### config.mk
export PLATFORM = sky130hd
export DESIGN_NAME = serial_dac_input_interface
export DESIGN_NICKNAME = d
export VERILOG_FILES = /design/src/logic/dac_serial_pkg.sv /design/src/logic/word_if.sv /design/src/logic/serial_dac_input_interface.sv /design/src/logic/word_buffer.sv
export SDC_FILE = /design/constraint.sdc
export NUM_CORES = 1
export LEC_CHECK = 0
export ABC_AREA = 1
export BUFFER_PORTS_ARGS = -buffer_cell sky130_fd_sc_hd__buf_2
export CORE_ASPECT_RATIO = 0.8
export CORE_MARGIN = 10
export CORE_UTILIZATION = 40
export DETAILED_ROUTE_END_ITERATION = 12
export GPL_TIMING_DRIVEN = 1
export HOLD_SLACK_MARGIN = 0.03
export SLEW_MARGIN = 30
export SYNTH_ARGS = -nofsm -noshare
export SYNTH_HDL_FRONTEND = slang
export SYNTH_SLANG_ARGS = --single-unit
### constraint.sdc
create_clock -name core_clk -period 2.15 [get_ports core_clk]
set_clock_uncertainty 0.05 [all_clocks]
set_input_delay 0.43 -clock core_clk [delete_from_list [all_inputs] [get_ports core_clk]]
set_output_delay 0.43 -clock core_clk [all_outputs]
set_load 0.01 [all_outputs]
### src/logic/dac_serial_pkg.sv
package dac_serial_pkg;

    // ****************************************
    // Word and framing
    // ****************************************
    localparam int WORD_BITS = 16;
    localparam int CNT_BITS = 9;
    localparam logic START_LEVEL = 1'b0;
    localparam logic STOP_LEVEL = 1'b1;
    localparam logic [3:0] CELL_CENTRE = 4'h8;
    localparam logic [CNT_BITS-1:0] START_SAMPLE = 9'h008;
    localparam logic [CNT_BITS-1:0] FIRST_DATA_SAMPLE = 9'h018;
    localparam logic [CNT_BITS-1:0] SECOND_DATA_SAMPLE = 9'h028;
    localparam logic [CNT_BITS-1:0] STOP_SAMPLE = 9'h118;
    localparam logic [CNT_BITS-1:0] CNT_STEP = 9'h001;

    // ****************************************
    // Reset values and codes
    // ****************************************
    localparam logic [WORD_BITS-1:0] BOTTOM_CODE = 16'h0000;
    localparam logic [WORD_BITS-1:0] RESET_CODE = 16'h0000;

    // ****************************************
    // Pin sampling
    // ****************************************
    localparam int PIN_COUNT = 7;
    localparam int PIN_SCLK = 0;
    localparam int PIN_DIN = 1;
    localparam int PIN_LATCH = 2;
    localparam int PIN_FORCE = 3;
    localparam int PIN_RANGE0 = 4;
    localparam int PIN_RANGE1 = 5;
    localparam int PIN_MODE = 6;

    // ****************************************
    // Buffer
    // ****************************************
    localparam int BUF_DEPTH = 2;
    localparam logic [1:0] BUF_EMPTY = 2'h0;
    localparam logic [1:0] BUF_FULL = 2'h2;
    localparam logic [1:0] BUF_STEP = 2'h1;

    // ****************************************
    // Types
    // ****************************************
    typedef enum logic [1:0] {
        range_volt_0_5 = 2'h0,
        range_ma_4_20 = 2'h1,
        range_ma_0_20 = 2'h2,
        range_ma_0_24 = 2'h3
    } span_type;

    typedef enum logic [1:0] {
        rx_idle = 2'h1,
        rx_frame = 2'h2
    } rx_state_type;

endpackage : dac_serial_pkg

### src/logic/word_if.sv
`timescale 1ns/1ps
// Valid/ready word channel between receiver, buffer and converter side
interface word_if import dac_serial_pkg::*; ();
    logic valid;
    logic ready;
    logic [WORD_BITS-1:0] data;

    modport src (output valid, output data, input ready);
    modport snk (input valid, input data, output ready);
endinterface : word_if

### src/logic/serial_dac_input_interface.sv
`timescale 1ns/1ps
module serial_dac_input_interface import dac_serial_pkg::*; (
    // Clock and reset
    input wire logic core_clk,
    input wire logic resetn,
    // Host pins
    input wire logic ser_clk_pin,
    input wire logic data_in_pin,
    input wire logic latch_pin,
    input wire logic force_low_pin,
    input wire logic [1:0] range_sel_pin,
    input wire logic async_mode_pin,
    // Serial output pin
    output logic data_out,
    // Converter side
    input wire logic dac_ready,
    output logic [WORD_BITS-1:0] dac_code,
    output logic [WORD_BITS-1:0] held_code,
    output logic at_bottom,
    output span_type span,
    // Status pulses
    output logic word_loaded,
    output logic framing_error,
    output logic overrun
);

    // ****************************************
    // State
    // ****************************************
    typedef struct packed {
        logic [PIN_COUNT-1:0] s1;
        logic [PIN_COUNT-1:0] s2;
        logic [PIN_COUNT-1:0] s3;
        logic [PIN_COUNT-1:0] filt;
        logic [PIN_COUNT-1:0] prev;
        rx_state_type rx;
        logic [CNT_BITS-1:0] cnt;
        logic [WORD_BITS-1:0] rx_shift;
        logic [WORD_BITS-1:0] tw_shift;
        logic pend_valid;
        logic [WORD_BITS-1:0] pend_word;
        logic [WORD_BITS-1:0] held;
        logic [WORD_BITS-1:0] code_out;
        logic bottom;
        span_type span;
        logic data_out;
        logic word_loaded;
        logic framing_error;
        logic overrun;
    } core_state_type;

    core_state_type st;
    core_state_type next_st;

    // ****************************************
    // Buffer between receiver and converter
    // ****************************************
    word_if fill_ch ();
    word_if drain_ch ();

    word_buffer u_word_buffer (
        .core_clk (core_clk),
        .resetn (resetn),
        .fill (fill_ch.snk),
        .drain (drain_ch.src)
    );

    // Pending word is offered until the buffer takes it
    assign fill_ch.valid = st.pend_valid;
    assign fill_ch.data = st.pend_word;
    // Converter stall holds words in the buffer
    assign drain_ch.ready = dac_ready;

    // ****************************************
    // Pin sampling
    // ****************************************
    logic [PIN_COUNT-1:0] pins;
    logic [PIN_COUNT-1:0] agreed;

    // Gather the host pins into one vector
    always_comb begin
        pins = '0;
        pins[PIN_SCLK] = ser_clk_pin;
        pins[PIN_DIN] = data_in_pin;
        pins[PIN_LATCH] = latch_pin;
        pins[PIN_FORCE] = force_low_pin;
        pins[PIN_RANGE0] = range_sel_pin[0];
        pins[PIN_RANGE1] = range_sel_pin[1];
        pins[PIN_MODE] = async_mode_pin;
    end

    // A pin change counts once the second and third stages agree
    for (genvar i = 0; i < PIN_COUNT; i++) begin : g_filter
        assign agreed[i] = (st.s2[i] == st.s3[i]) ? st.s3[i] : st.filt[i];
    end

    // ****************************************
    // Edge and level decode
    // ****************************************
    logic sclk_rise;
    logic latch_rise;
    logic din_fall;
    logic din;
    logic async_mode;
    logic mode_change;

    assign sclk_rise = st.filt[PIN_SCLK] && !st.prev[PIN_SCLK];
    assign latch_rise = st.filt[PIN_LATCH] && !st.prev[PIN_LATCH];
    assign din_fall = !st.filt[PIN_DIN] && st.prev[PIN_DIN];
    assign din = st.filt[PIN_DIN];
    assign async_mode = st.filt[PIN_MODE];
    assign mode_change = st.filt[PIN_MODE] != st.prev[PIN_MODE];

    // ****************************************
    // Next state
    // ****************************************
    logic new_word;
    logic [WORD_BITS-1:0] new_data;
    logic accepted;

    always_comb begin
        next_st = st;
        new_word = 1'b0;
        new_data = st.rx_shift;
        accepted = st.pend_valid && fill_ch.ready;

        // Synchroniser chain and filtered levels
        next_st.s1 = pins;
        next_st.s2 = st.s1;
        next_st.s3 = st.s2;
        next_st.filt = agreed;
        next_st.prev = st.filt;

        // Pulses last one core cycle
        next_st.word_loaded = 1'b0;
        next_st.framing_error = 1'b0;
        next_st.overrun = 1'b0;

        if (mode_change) begin
            // Switching modes abandons any frame in flight
            next_st.rx = rx_idle;
            next_st.data_out = 1'b0;
        end else if (async_mode) begin
            // Error pulse ends at the next input clock rise
            if (sclk_rise) begin
                next_st.data_out = 1'b0;
            end
            case (st.rx)
                rx_idle: begin
                    // Start cell begins at the next input clock rise
                    if (din_fall) begin
                        next_st.rx = rx_frame;
                        next_st.cnt = '0;
                    end
                end
                rx_frame: begin
                    if (sclk_rise) begin
                        next_st.cnt = st.cnt + CNT_STEP;
                        // Sample only at the centre of each 16-clock cell
                        if (st.cnt[3:0] == CELL_CENTRE) begin
                            if (st.cnt == START_SAMPLE) begin
                                // A start bit that is not low was a glitch
                                if (din != START_LEVEL) begin
                                    next_st.rx = rx_idle;
                                end
                            end else if (st.cnt == STOP_SAMPLE) begin
                                next_st.rx = rx_idle;
                                if (din == STOP_LEVEL) begin
                                    new_word = 1'b1;
                                    new_data = st.rx_shift;
                                end else begin
                                    // Bad stop bit: flag it, drop the word
                                    next_st.data_out = 1'b1;
                                    next_st.framing_error = 1'b1;
                                end
                            end else begin
                                // Top bit at 24, second at 40, then every 16
                                next_st.rx_shift = {st.rx_shift[WORD_BITS-2:0], din};
                            end
                        end
                    end
                end
                default: begin
                    next_st.rx = rx_idle;
                end
            endcase
        end else begin
            next_st.rx = rx_idle;
            // Three-wire shift, top bit first, last 16 bits kept
            if (sclk_rise) begin
                next_st.tw_shift = {st.tw_shift[WORD_BITS-2:0], din};
            end
            // Bit leaving the register drives the chain output
            next_st.data_out = next_st.tw_shift[WORD_BITS-1];
            // Load strobe copies the whole register at once
            if (latch_rise) begin
                new_word = 1'b1;
                new_data = st.tw_shift;
            end
        end

        // Hand-off into the buffer; an older pending word is kept
        if (accepted) begin
            next_st.pend_valid = 1'b0;
        end
        if (new_word) begin
            if (next_st.pend_valid) begin
                next_st.overrun = 1'b1;
            end else begin
                next_st.pend_valid = 1'b1;
                next_st.pend_word = new_data;
            end
        end

        // Converter takes a buffered word; releases the bottom hold
        if (drain_ch.valid && dac_ready) begin
            next_st.held = drain_ch.data;
            next_st.word_loaded = 1'b1;
            next_st.bottom = 1'b0;
        end

        // Force-low pins the output at span minimum, code untouched
        if (st.filt[PIN_FORCE]) begin
            next_st.bottom = 1'b1;
        end

        // Driven code is bottom of span until a new word loads
        next_st.code_out = next_st.bottom ? BOTTOM_CODE : next_st.held;

        // Range select decodes straight to the span
        next_st.span = span_type'({st.filt[PIN_RANGE1], st.filt[PIN_RANGE0]});
    end

    // ****************************************
    // State register
    // ****************************************
    always_ff @(posedge core_clk) begin
        if (!resetn) begin
            st <= '0;
            st.rx <= rx_idle;
            st.held <= RESET_CODE;
            st.code_out <= BOTTOM_CODE;
            st.bottom <= 1'b1;
            st.span <= range_volt_0_5;
        end else begin
            st <= next_st;
        end
    end

    // ****************************************
    // Outputs
    // ****************************************
    assign data_out = st.data_out;
    assign dac_code = st.code_out;
    assign held_code = st.held;
    assign at_bottom = st.bottom;
    assign span = st.span;
    assign word_loaded = st.word_loaded;
    assign framing_error = st.framing_error;
    assign overrun = st.overrun;

endmodule : serial_dac_input_interface

### src/logic/word_buffer.sv
`timescale 1ns/1ps
module word_buffer import dac_serial_pkg::*; (
    // Clock and reset
    input wire logic core_clk,
    input wire logic resetn,
    // Filling side
    word_if.snk fill,
    // Draining side
    word_if.src drain
);

    // ****************************************
    // State
    // ****************************************
    typedef struct packed {
        logic [BUF_DEPTH-1:0][WORD_BITS-1:0] entry;
        logic wr_ptr;
        logic rd_ptr;
        logic [1:0] count;
    } buf_state_type;

    buf_state_type st;
    buf_state_type next_st;
    logic push;
    logic pop;

    // Handshake outputs come from the registered count and entries
    assign fill.ready = (st.count != BUF_FULL);
    assign drain.valid = (st.count != BUF_EMPTY);
    assign drain.data = st.entry[st.rd_ptr];
    assign push = fill.valid && (st.count != BUF_FULL);
    assign pop = drain.ready && (st.count != BUF_EMPTY);

    // Pointer and count update
    always_comb begin
        next_st = st;
        if (push) begin
            next_st.entry[st.wr_ptr] = fill.data;
            next_st.wr_ptr = ~st.wr_ptr;
        end
        if (pop) begin
            next_st.rd_ptr = ~st.rd_ptr;
        end
        if (push && !pop) begin
            next_st.count = st.count + BUF_STEP;
        end else if (pop && !push) begin
            next_st.count = st.count - BUF_STEP;
        end
    end

    // State register
    always_ff @(posedge core_clk) begin
        if (!resetn) begin
            st <= '0;
        end else begin
            st <= next_st;
        end
    end

endmodule : word_buffer

==> results of run 1 <==
## logic make-up (layout without fill, tap and decap cells)
family | after synthesis | count (layout)
adder cells (fa/ha/maj) | 6 | 6
AO/OA/AOI/OAI | 188 | 188
buffers and inverters | 191 | 208
flip-flops | 167 | 167
XOR/XNOR | 2 | 2
AND/OR/NAND/NOR | 331 | 331
## registers in the layout, indices dropped and copies added, names as in the netlist, 16 cells and up, named ones only
| signal | flops |
|---|---|
| dac_code | 16 |
| fill_ch.data | 16 |
| held_code | 16 |
| next_st | 19 |
| st | 56 |
| u_word_buffer.st | 36 |
## final timing paths
check                                  start           end  slack [ps]  cells past startpoint
worst min-delay path               latch_pin  next_st[122]         140                      3
worst max-delay path              async_mode        st[92]         200                      8
worst max register to register    async_mode        st[92]         200                      8
worst min register to register  next_st[120]  next_st[113]         360                      2
## cell type report
type / count / area [µm²] / share of cell area, %
Clock buffer: 18 / 429 / 5.73
Tap cell: 220 / 275 / 3.68
Timing Repair Buffer: 63 / 415 / 5.55
Sequential cell: 167 / 3340 / 44.6
Multi-Input combinational cell: 527 / 2460 / 32.9
Clock inverter: 14 / 140 / 1.87
Inverter: 113 / 424 / 5.66
## Yosys cell counts (6+ instances only)
cell type and number:
nand2_1 166, nand3b_1 16, nand3_1 27, dfxtp_1 167
buf_4 35, buf_6 7, ha_1 6, nor2_1 107
o21ai_0 89, a21oi_1 86, inv_1 110, clkbuf_1 27
## tightest hold or removal path, cell delays in order
cell and delay (ps):
buf_2 70, nand2_1 40, inv_1 40
## power breakdown
| group | internal, mW | leakage (nW) | switching, mW |
|---|---|---|---|
| clock | 1.63 | 0.279 | 1.31 |
| combinational | 0.128 | 1.67 | 0.229 |
| sequential | 3.16 | 1.35 | 0.0283 |
## per-stage QoR
stage | worst slack, ps | cells | instance area [µm²] | hold WS [ps] | util (%)
3_5_place_dp | 254 | 1090 | 6920 | 350 | 41.9
4_1_cts | 242 | 1122 | 7490 | 129 | 45.4
3_3_place_gp | 295 | 1090 | 6920 | 344 | 41.9
5_1_grt | 31.3 | 1122 | 7490 | 134 | 45.4
2_1_floorplan | 318 | 885 | 6710 | 340 | -
6_report | 199 | 1122 | 7490 | 144 | 45.4
## layer usage
layer	global-route usage [%]	vias to the layer above	wire length [µm]
met4	3.59	0	121
li1	-	2759	-
met5	0	-	0
met1	15.7	2343	6700
met2	18.4	54	5720
met3	3.81	12	516
==> metrics.md, run 1 <==
| Metric | Value |
|---|---|
| Final wirelength | 13100 µm |
| CP Max Fanout | 5 |
| H-tree depth | 4 |
| Main flop type after synthesis | dfxtp_1 |
| Fin. max-slew vios | 0 |
| Clk Latency, worst-skew pair | 420 ps |
| Worst setup EP type | register |
| Yosys cell types | 30 |
| Die H | 136 µm |
| Tot Pwr | 6.49 mW |
| Initial antenna violation count | 0 |
| CTS tree | done |
| Synth area leader | dfxtp_1 |
| Final min period | 1950 ps |
| Core Box Area | 16500 µm² |
| Wire per inst | 11.6 µm |
| # setup viols final | 0 |
| Clock slew at reported path FFs | 60 ps |
| Synth top area share | 49.8% |
| Crit start category | register |
| Final worst-path cycle share | 90.7% |
| I/O Buffers | 48 |
| Post-synthesis async set-or-reset flop share | 0% |
| Cell class contributing the biggest share of worst-path delay | simple AND/OR/NAND/NOR gates |
| Setup bufs post-CTS | 0 |
| RSZ-0062 raised after global routing | no |
| Vias in the first global route | 4777 |
| XOR/XNOR share of the synthesized area | 0.261% |
| Slowest-stage cell, CP | dfxtp_1 |
| Fillers | 1679 |
| Max-slew headroom | 71.3% |
| Via count | 5168 |
| Max Clk Rate | 0.513 GHz |
| Initial DRC count | 316 |
| Commonest non-fill, non-tap cell in the layout | dfxtp_1 |
| Main combinational cell family by area after synthesis | simple AND/OR/NAND/NOR gates |
| Largest cells by area after synthesis | dfxtp_1 (50%), nand2_1 (9.3%), o21ai_0 (6.6%) |
| Hold WC Path Type | in2reg |
| Sequential area share after synthesis | 49.8% |
| Max incr delay on CP | 370 ps |
| Syn_area_per_cell | 7.58 µm² |
| Site row count | 42 |
| Setup TNS | 0 ps |
| Max Buffers Root-to-Sink | 2 |
| Largest net degree at the start of global routing | 69 |
| Gr usage total | 12.0% |
| Layout overhead on the synthesized area | 11.6% |
| Mux contribution to synthesized area | 0% |
| DR DRC count | 0 |
| First-pass GRT wire length | 22100 µm |
| Worst EP required | 2410 ps |
| Adder-cell share of the synthesized area | 1.12% |
| Peak VDD IR | 0.472 mV |
| First-pass DRT Iterations | 4 |
| # diodes | 0 |
| Outcome | completed |
| Initial Util | 40.7% |
| Ys Warns | 0 |
| CP cell instances | inv_2 > ha_1 > nor2_2 > nand2_1 > nor2_1 > a21oi_1 > o21ai_0 > nor2_1 |
| Max Cap Viol | 0 |
| GR Overflow Total | 0 |
| GPL Wtd Cong | 0.793 |
| Flops & latches, synth | 167 |
| Hold-fix buffers, CTS | 0 |
| Post-synth EDFFs | 0 |
| Synth Area in Compound Gates | 14.5% |
| Least-Margin Pin Slew | 431 ps |
| Width of the die | 165 µm |
| Syn Nets | 901 |
| CTS sink cnt | 167 |
| Simple-Gate Fraction of Synth Area | 20.8% |
| Most frequent cells in the layout | dfxtp_1 (167), nand2_1 (166), inv_1 (110), nor2_1 (107), o21ai_0 (89) |
| Post-Synthesis Cell Area | 6710 µm² |
| CTS buffer count | 17 |
| Most common cell on crit path | nor2_1 |
| DP HPWL | 8680 µm |
| Crit path DAT | 2210 ps |
| Share of layout cells above drive strength 1 | 11.8% |
| Die footprint | 22400 µm² |
| Post_cts resized | 0 |
| P per Cell Area | 866 nW/µm² |
| Layout Nets | 905 |
| Antenna-violating nets left | 0 |
| Vias/cell | 4.61 |
| Post-Syn Instances | 885 |
| I/O pin cnt | 49 |
| Leakage | 3.30 nW |
| Fin. Hold Viols | 0 |
| Root buffer cell | clkbuf_16 |
| Crit path buf inv count | 1 |
| Kind of critical path | reg2reg |
(Power assumes the default switching activity.)
==> run 2: changes to the inputs <==
Settings changed: RECOVER_POWER from default to 100.
==> run 2 against run 1 <==
Non-clock buffer count unchanged. Sequential share of layout area is 0.57 points higher. Final area is 1.3% lower. Clock-buffer cell count unchanged. Maximum frequency about the same. Register-to-register slack about the same. First-iteration DRC count shrank 5.4%. Global-route usage did not move.
==> metrics.md, run 2 (synthesis results as in run 1) <==
| Metric | Value |
|---|---|
| Hold WC Path Type | in2reg |
| Largest net degree at the start of global routing | 69 (unchanged) |
| Fin. Hold Viols | 0 (unchanged) |
| Worst setup EP type | register |
| RSZ-0062 raised after global routing | no |
| Vias in the first global route | 4777 (unchanged) |
| Fin. max-slew vios | 0 (unchanged) |
| DP HPWL | 8680 µm (unchanged) |
| Max-slew headroom | 40.5% (-31 points) |
| Clk Latency, worst-skew pair | 420 ps (about the same) |
| Initial DRC count | 299 (-5.4%) |
| Kind of critical path | reg2reg |
| CP Max Fanout | 5 (unchanged) |
| Most frequent cells in the layout | nand2_1 (167), dfxtp_1 (167), inv_1 (110), nor2_1 (108), o21ai_0 (94) |
| I/O pin cnt | 49 (unchanged) |
| Worst Hold Slack | 144 ps (-0.168 ps) |
| Largest register FFs | 56 (unchanged) |
| Layout Nets | 905 (unchanged) |
| Antenna-violating nets left | 0 (unchanged) |
| Crit path DAT | 2210 ps (about the same) |
| Worst Setup SP | async_mode |
| First-pass GRT wire length | 22100 µm (unchanged) |
| Hold path cells | 3 (unchanged) |
| Outcome | completed |
| Die footprint | 22400 µm² (unchanged) |
| Final min period | 1950 ps (-0.512 ps) |
| Core Box Area | 16500 µm² (unchanged) |
| Root buffer cell | clkbuf_16 |
| Layout overhead on the synthesized area | 10.2% |
| Final wirelength | 13100 µm (about the same) |
| Reg2reg end | st[92] |
| Setup bufs post-CTS | 0 (unchanged) |
| I/O Buffers | 48 (unchanged) |
| Max Cap Viol | 0 (unchanged) |
| Post_cts resized | 0 (unchanged) |
| CTS tree | done |
| Peak VDD IR | 0.473 mV (+0.18%) |
| Share of layout cells above drive strength 1 | 6.87% (-4.9 points) |
| First-pass DRT Iterations | 4 (unchanged) |
| Crit start category | register |
| Max Buffers Root-to-Sink | 2 (unchanged) |
| CTS sink cnt | 167 (unchanged) |
| # setup viols final | 0 (unchanged) |
| Setup TNS | 0 ps (unchanged) |
| Reg-to-reg startpoint | async_mode |
| H-tree depth | 4 (unchanged) |
| Initial Util | 40.7% (unchanged) |
| Initial antenna violation count | 0 (unchanged) |
| R2r setup slk | 200 ps (about the same) |
| Worst EP required | 2410 ps (about the same) |
| Gr usage total | 12.0% (unchanged) |
| Hold-fix buffers, CTS | 0 (unchanged) |
| Max Clk Rate | 0.513 GHz (about the same) |
| GPL Wtd Cong | 0.793 (unchanged) |
| Worst Setup EP | st[92] |
| P per Cell Area | 874 nW/µm² (+0.92%) |
| Wire per inst | 11.6 µm (about the same) |
| Site row count | 42 (unchanged) |
| Leakage | 3.12 nW (-5.5%) |
| GR Overflow Total | 0 (unchanged) |
| Width of the die | 165 µm (unchanged) |
| Worst R2R Path Depth | 8 (unchanged) |
| Least-Margin Pin Slew | 893 ps (+462 ps) |
| Most flops, register | st |
| Via count | 5156 (-0.23%) |
| # diodes | 0 (unchanged) |
| Clock slew at reported path FFs | 60 ps (about the same) |
| Final worst-path cycle share | 90.7% (about the same) |
| Vias/cell | 4.60 (-0.23%) |
| DR DRC count | 0 (unchanged) |
| Die H | 136 µm (unchanged) |
| CTS buffer count | 17 (unchanged) |
==> run 2: changes by cell type in the layout (fill, tap and decap cells not counted), sizes merged <==
cell    delta
buf       -44
clkbuf    +44
==> run 2: worst min path at each step <==
stage                             from            to  slack, ps
after floorplan           next_st[120]  next_st[113]        340
after global placement    next_st[124]  next_st[117]        340
after detailed placement  next_st[120]  next_st[113]        350
after CTS                  ser_clk_pin  next_st[120]        130
after global routing         latch_pin  next_st[122]        130
final                        latch_pin  next_st[122]        140
==> run 2: worst max-delay path, stage by stage (launching register included) <==
cell     delay [ps]
dfxtp_1         370
inv_2            80
ha_1            340
nor2_2          220
nand2_1          80
nor2_1          300
a21oi_1         210
o21ai_0         130
nor2_1           60
==> run 2: area by class of cell <==
cell class | count | area (µm²)
timing repair buffer | 63 | 329
fill | 1708 | 9110
clock buffer | 18 | 429
inverter | 113 | 424
clock inverter | 14 | 140
multi-input combinational | 527 | 2450
tap | 220 | 275
sequential | 167 | 3340
==> run 2: layer usage <==
layer / global-route usage [%] / part of all wire [%] / up-vias
met5: 0 / 0 / -
met4: 3.59 / 0.93 / 0
met3: 3.81 / 3.8 / 12
met2: 18.4 / 43 / 54
met1: 15.7 / 52 / 2333
li1: - / - / 2757
==> run 2: stage by stage <==
step / instance area (µm²) / setup slack (ps) / power [mW] / util (%) / cells
final: 7390 / 200 / 6.46 / 44.8 / 1122
after global routing: 7390 / 31.3 / 6.73 / 44.8 / 1122
after CTS: 7490 / 242 / 6.56 / 45.4 / 1122
after detailed placement: 6920 / 254 / 3.63 / 41.9 / 1090
after global placement: 6920 / 295 / 3.62 / 41.9 / 1090
after floorplan: 6710 / 318 / 3.55 / - / 885
==> run 2: power breakdown <==
part           internal, mW  switching, mW
logic                 0.104          0.227
registers              3.16         0.0284
clock network          1.63           1.31
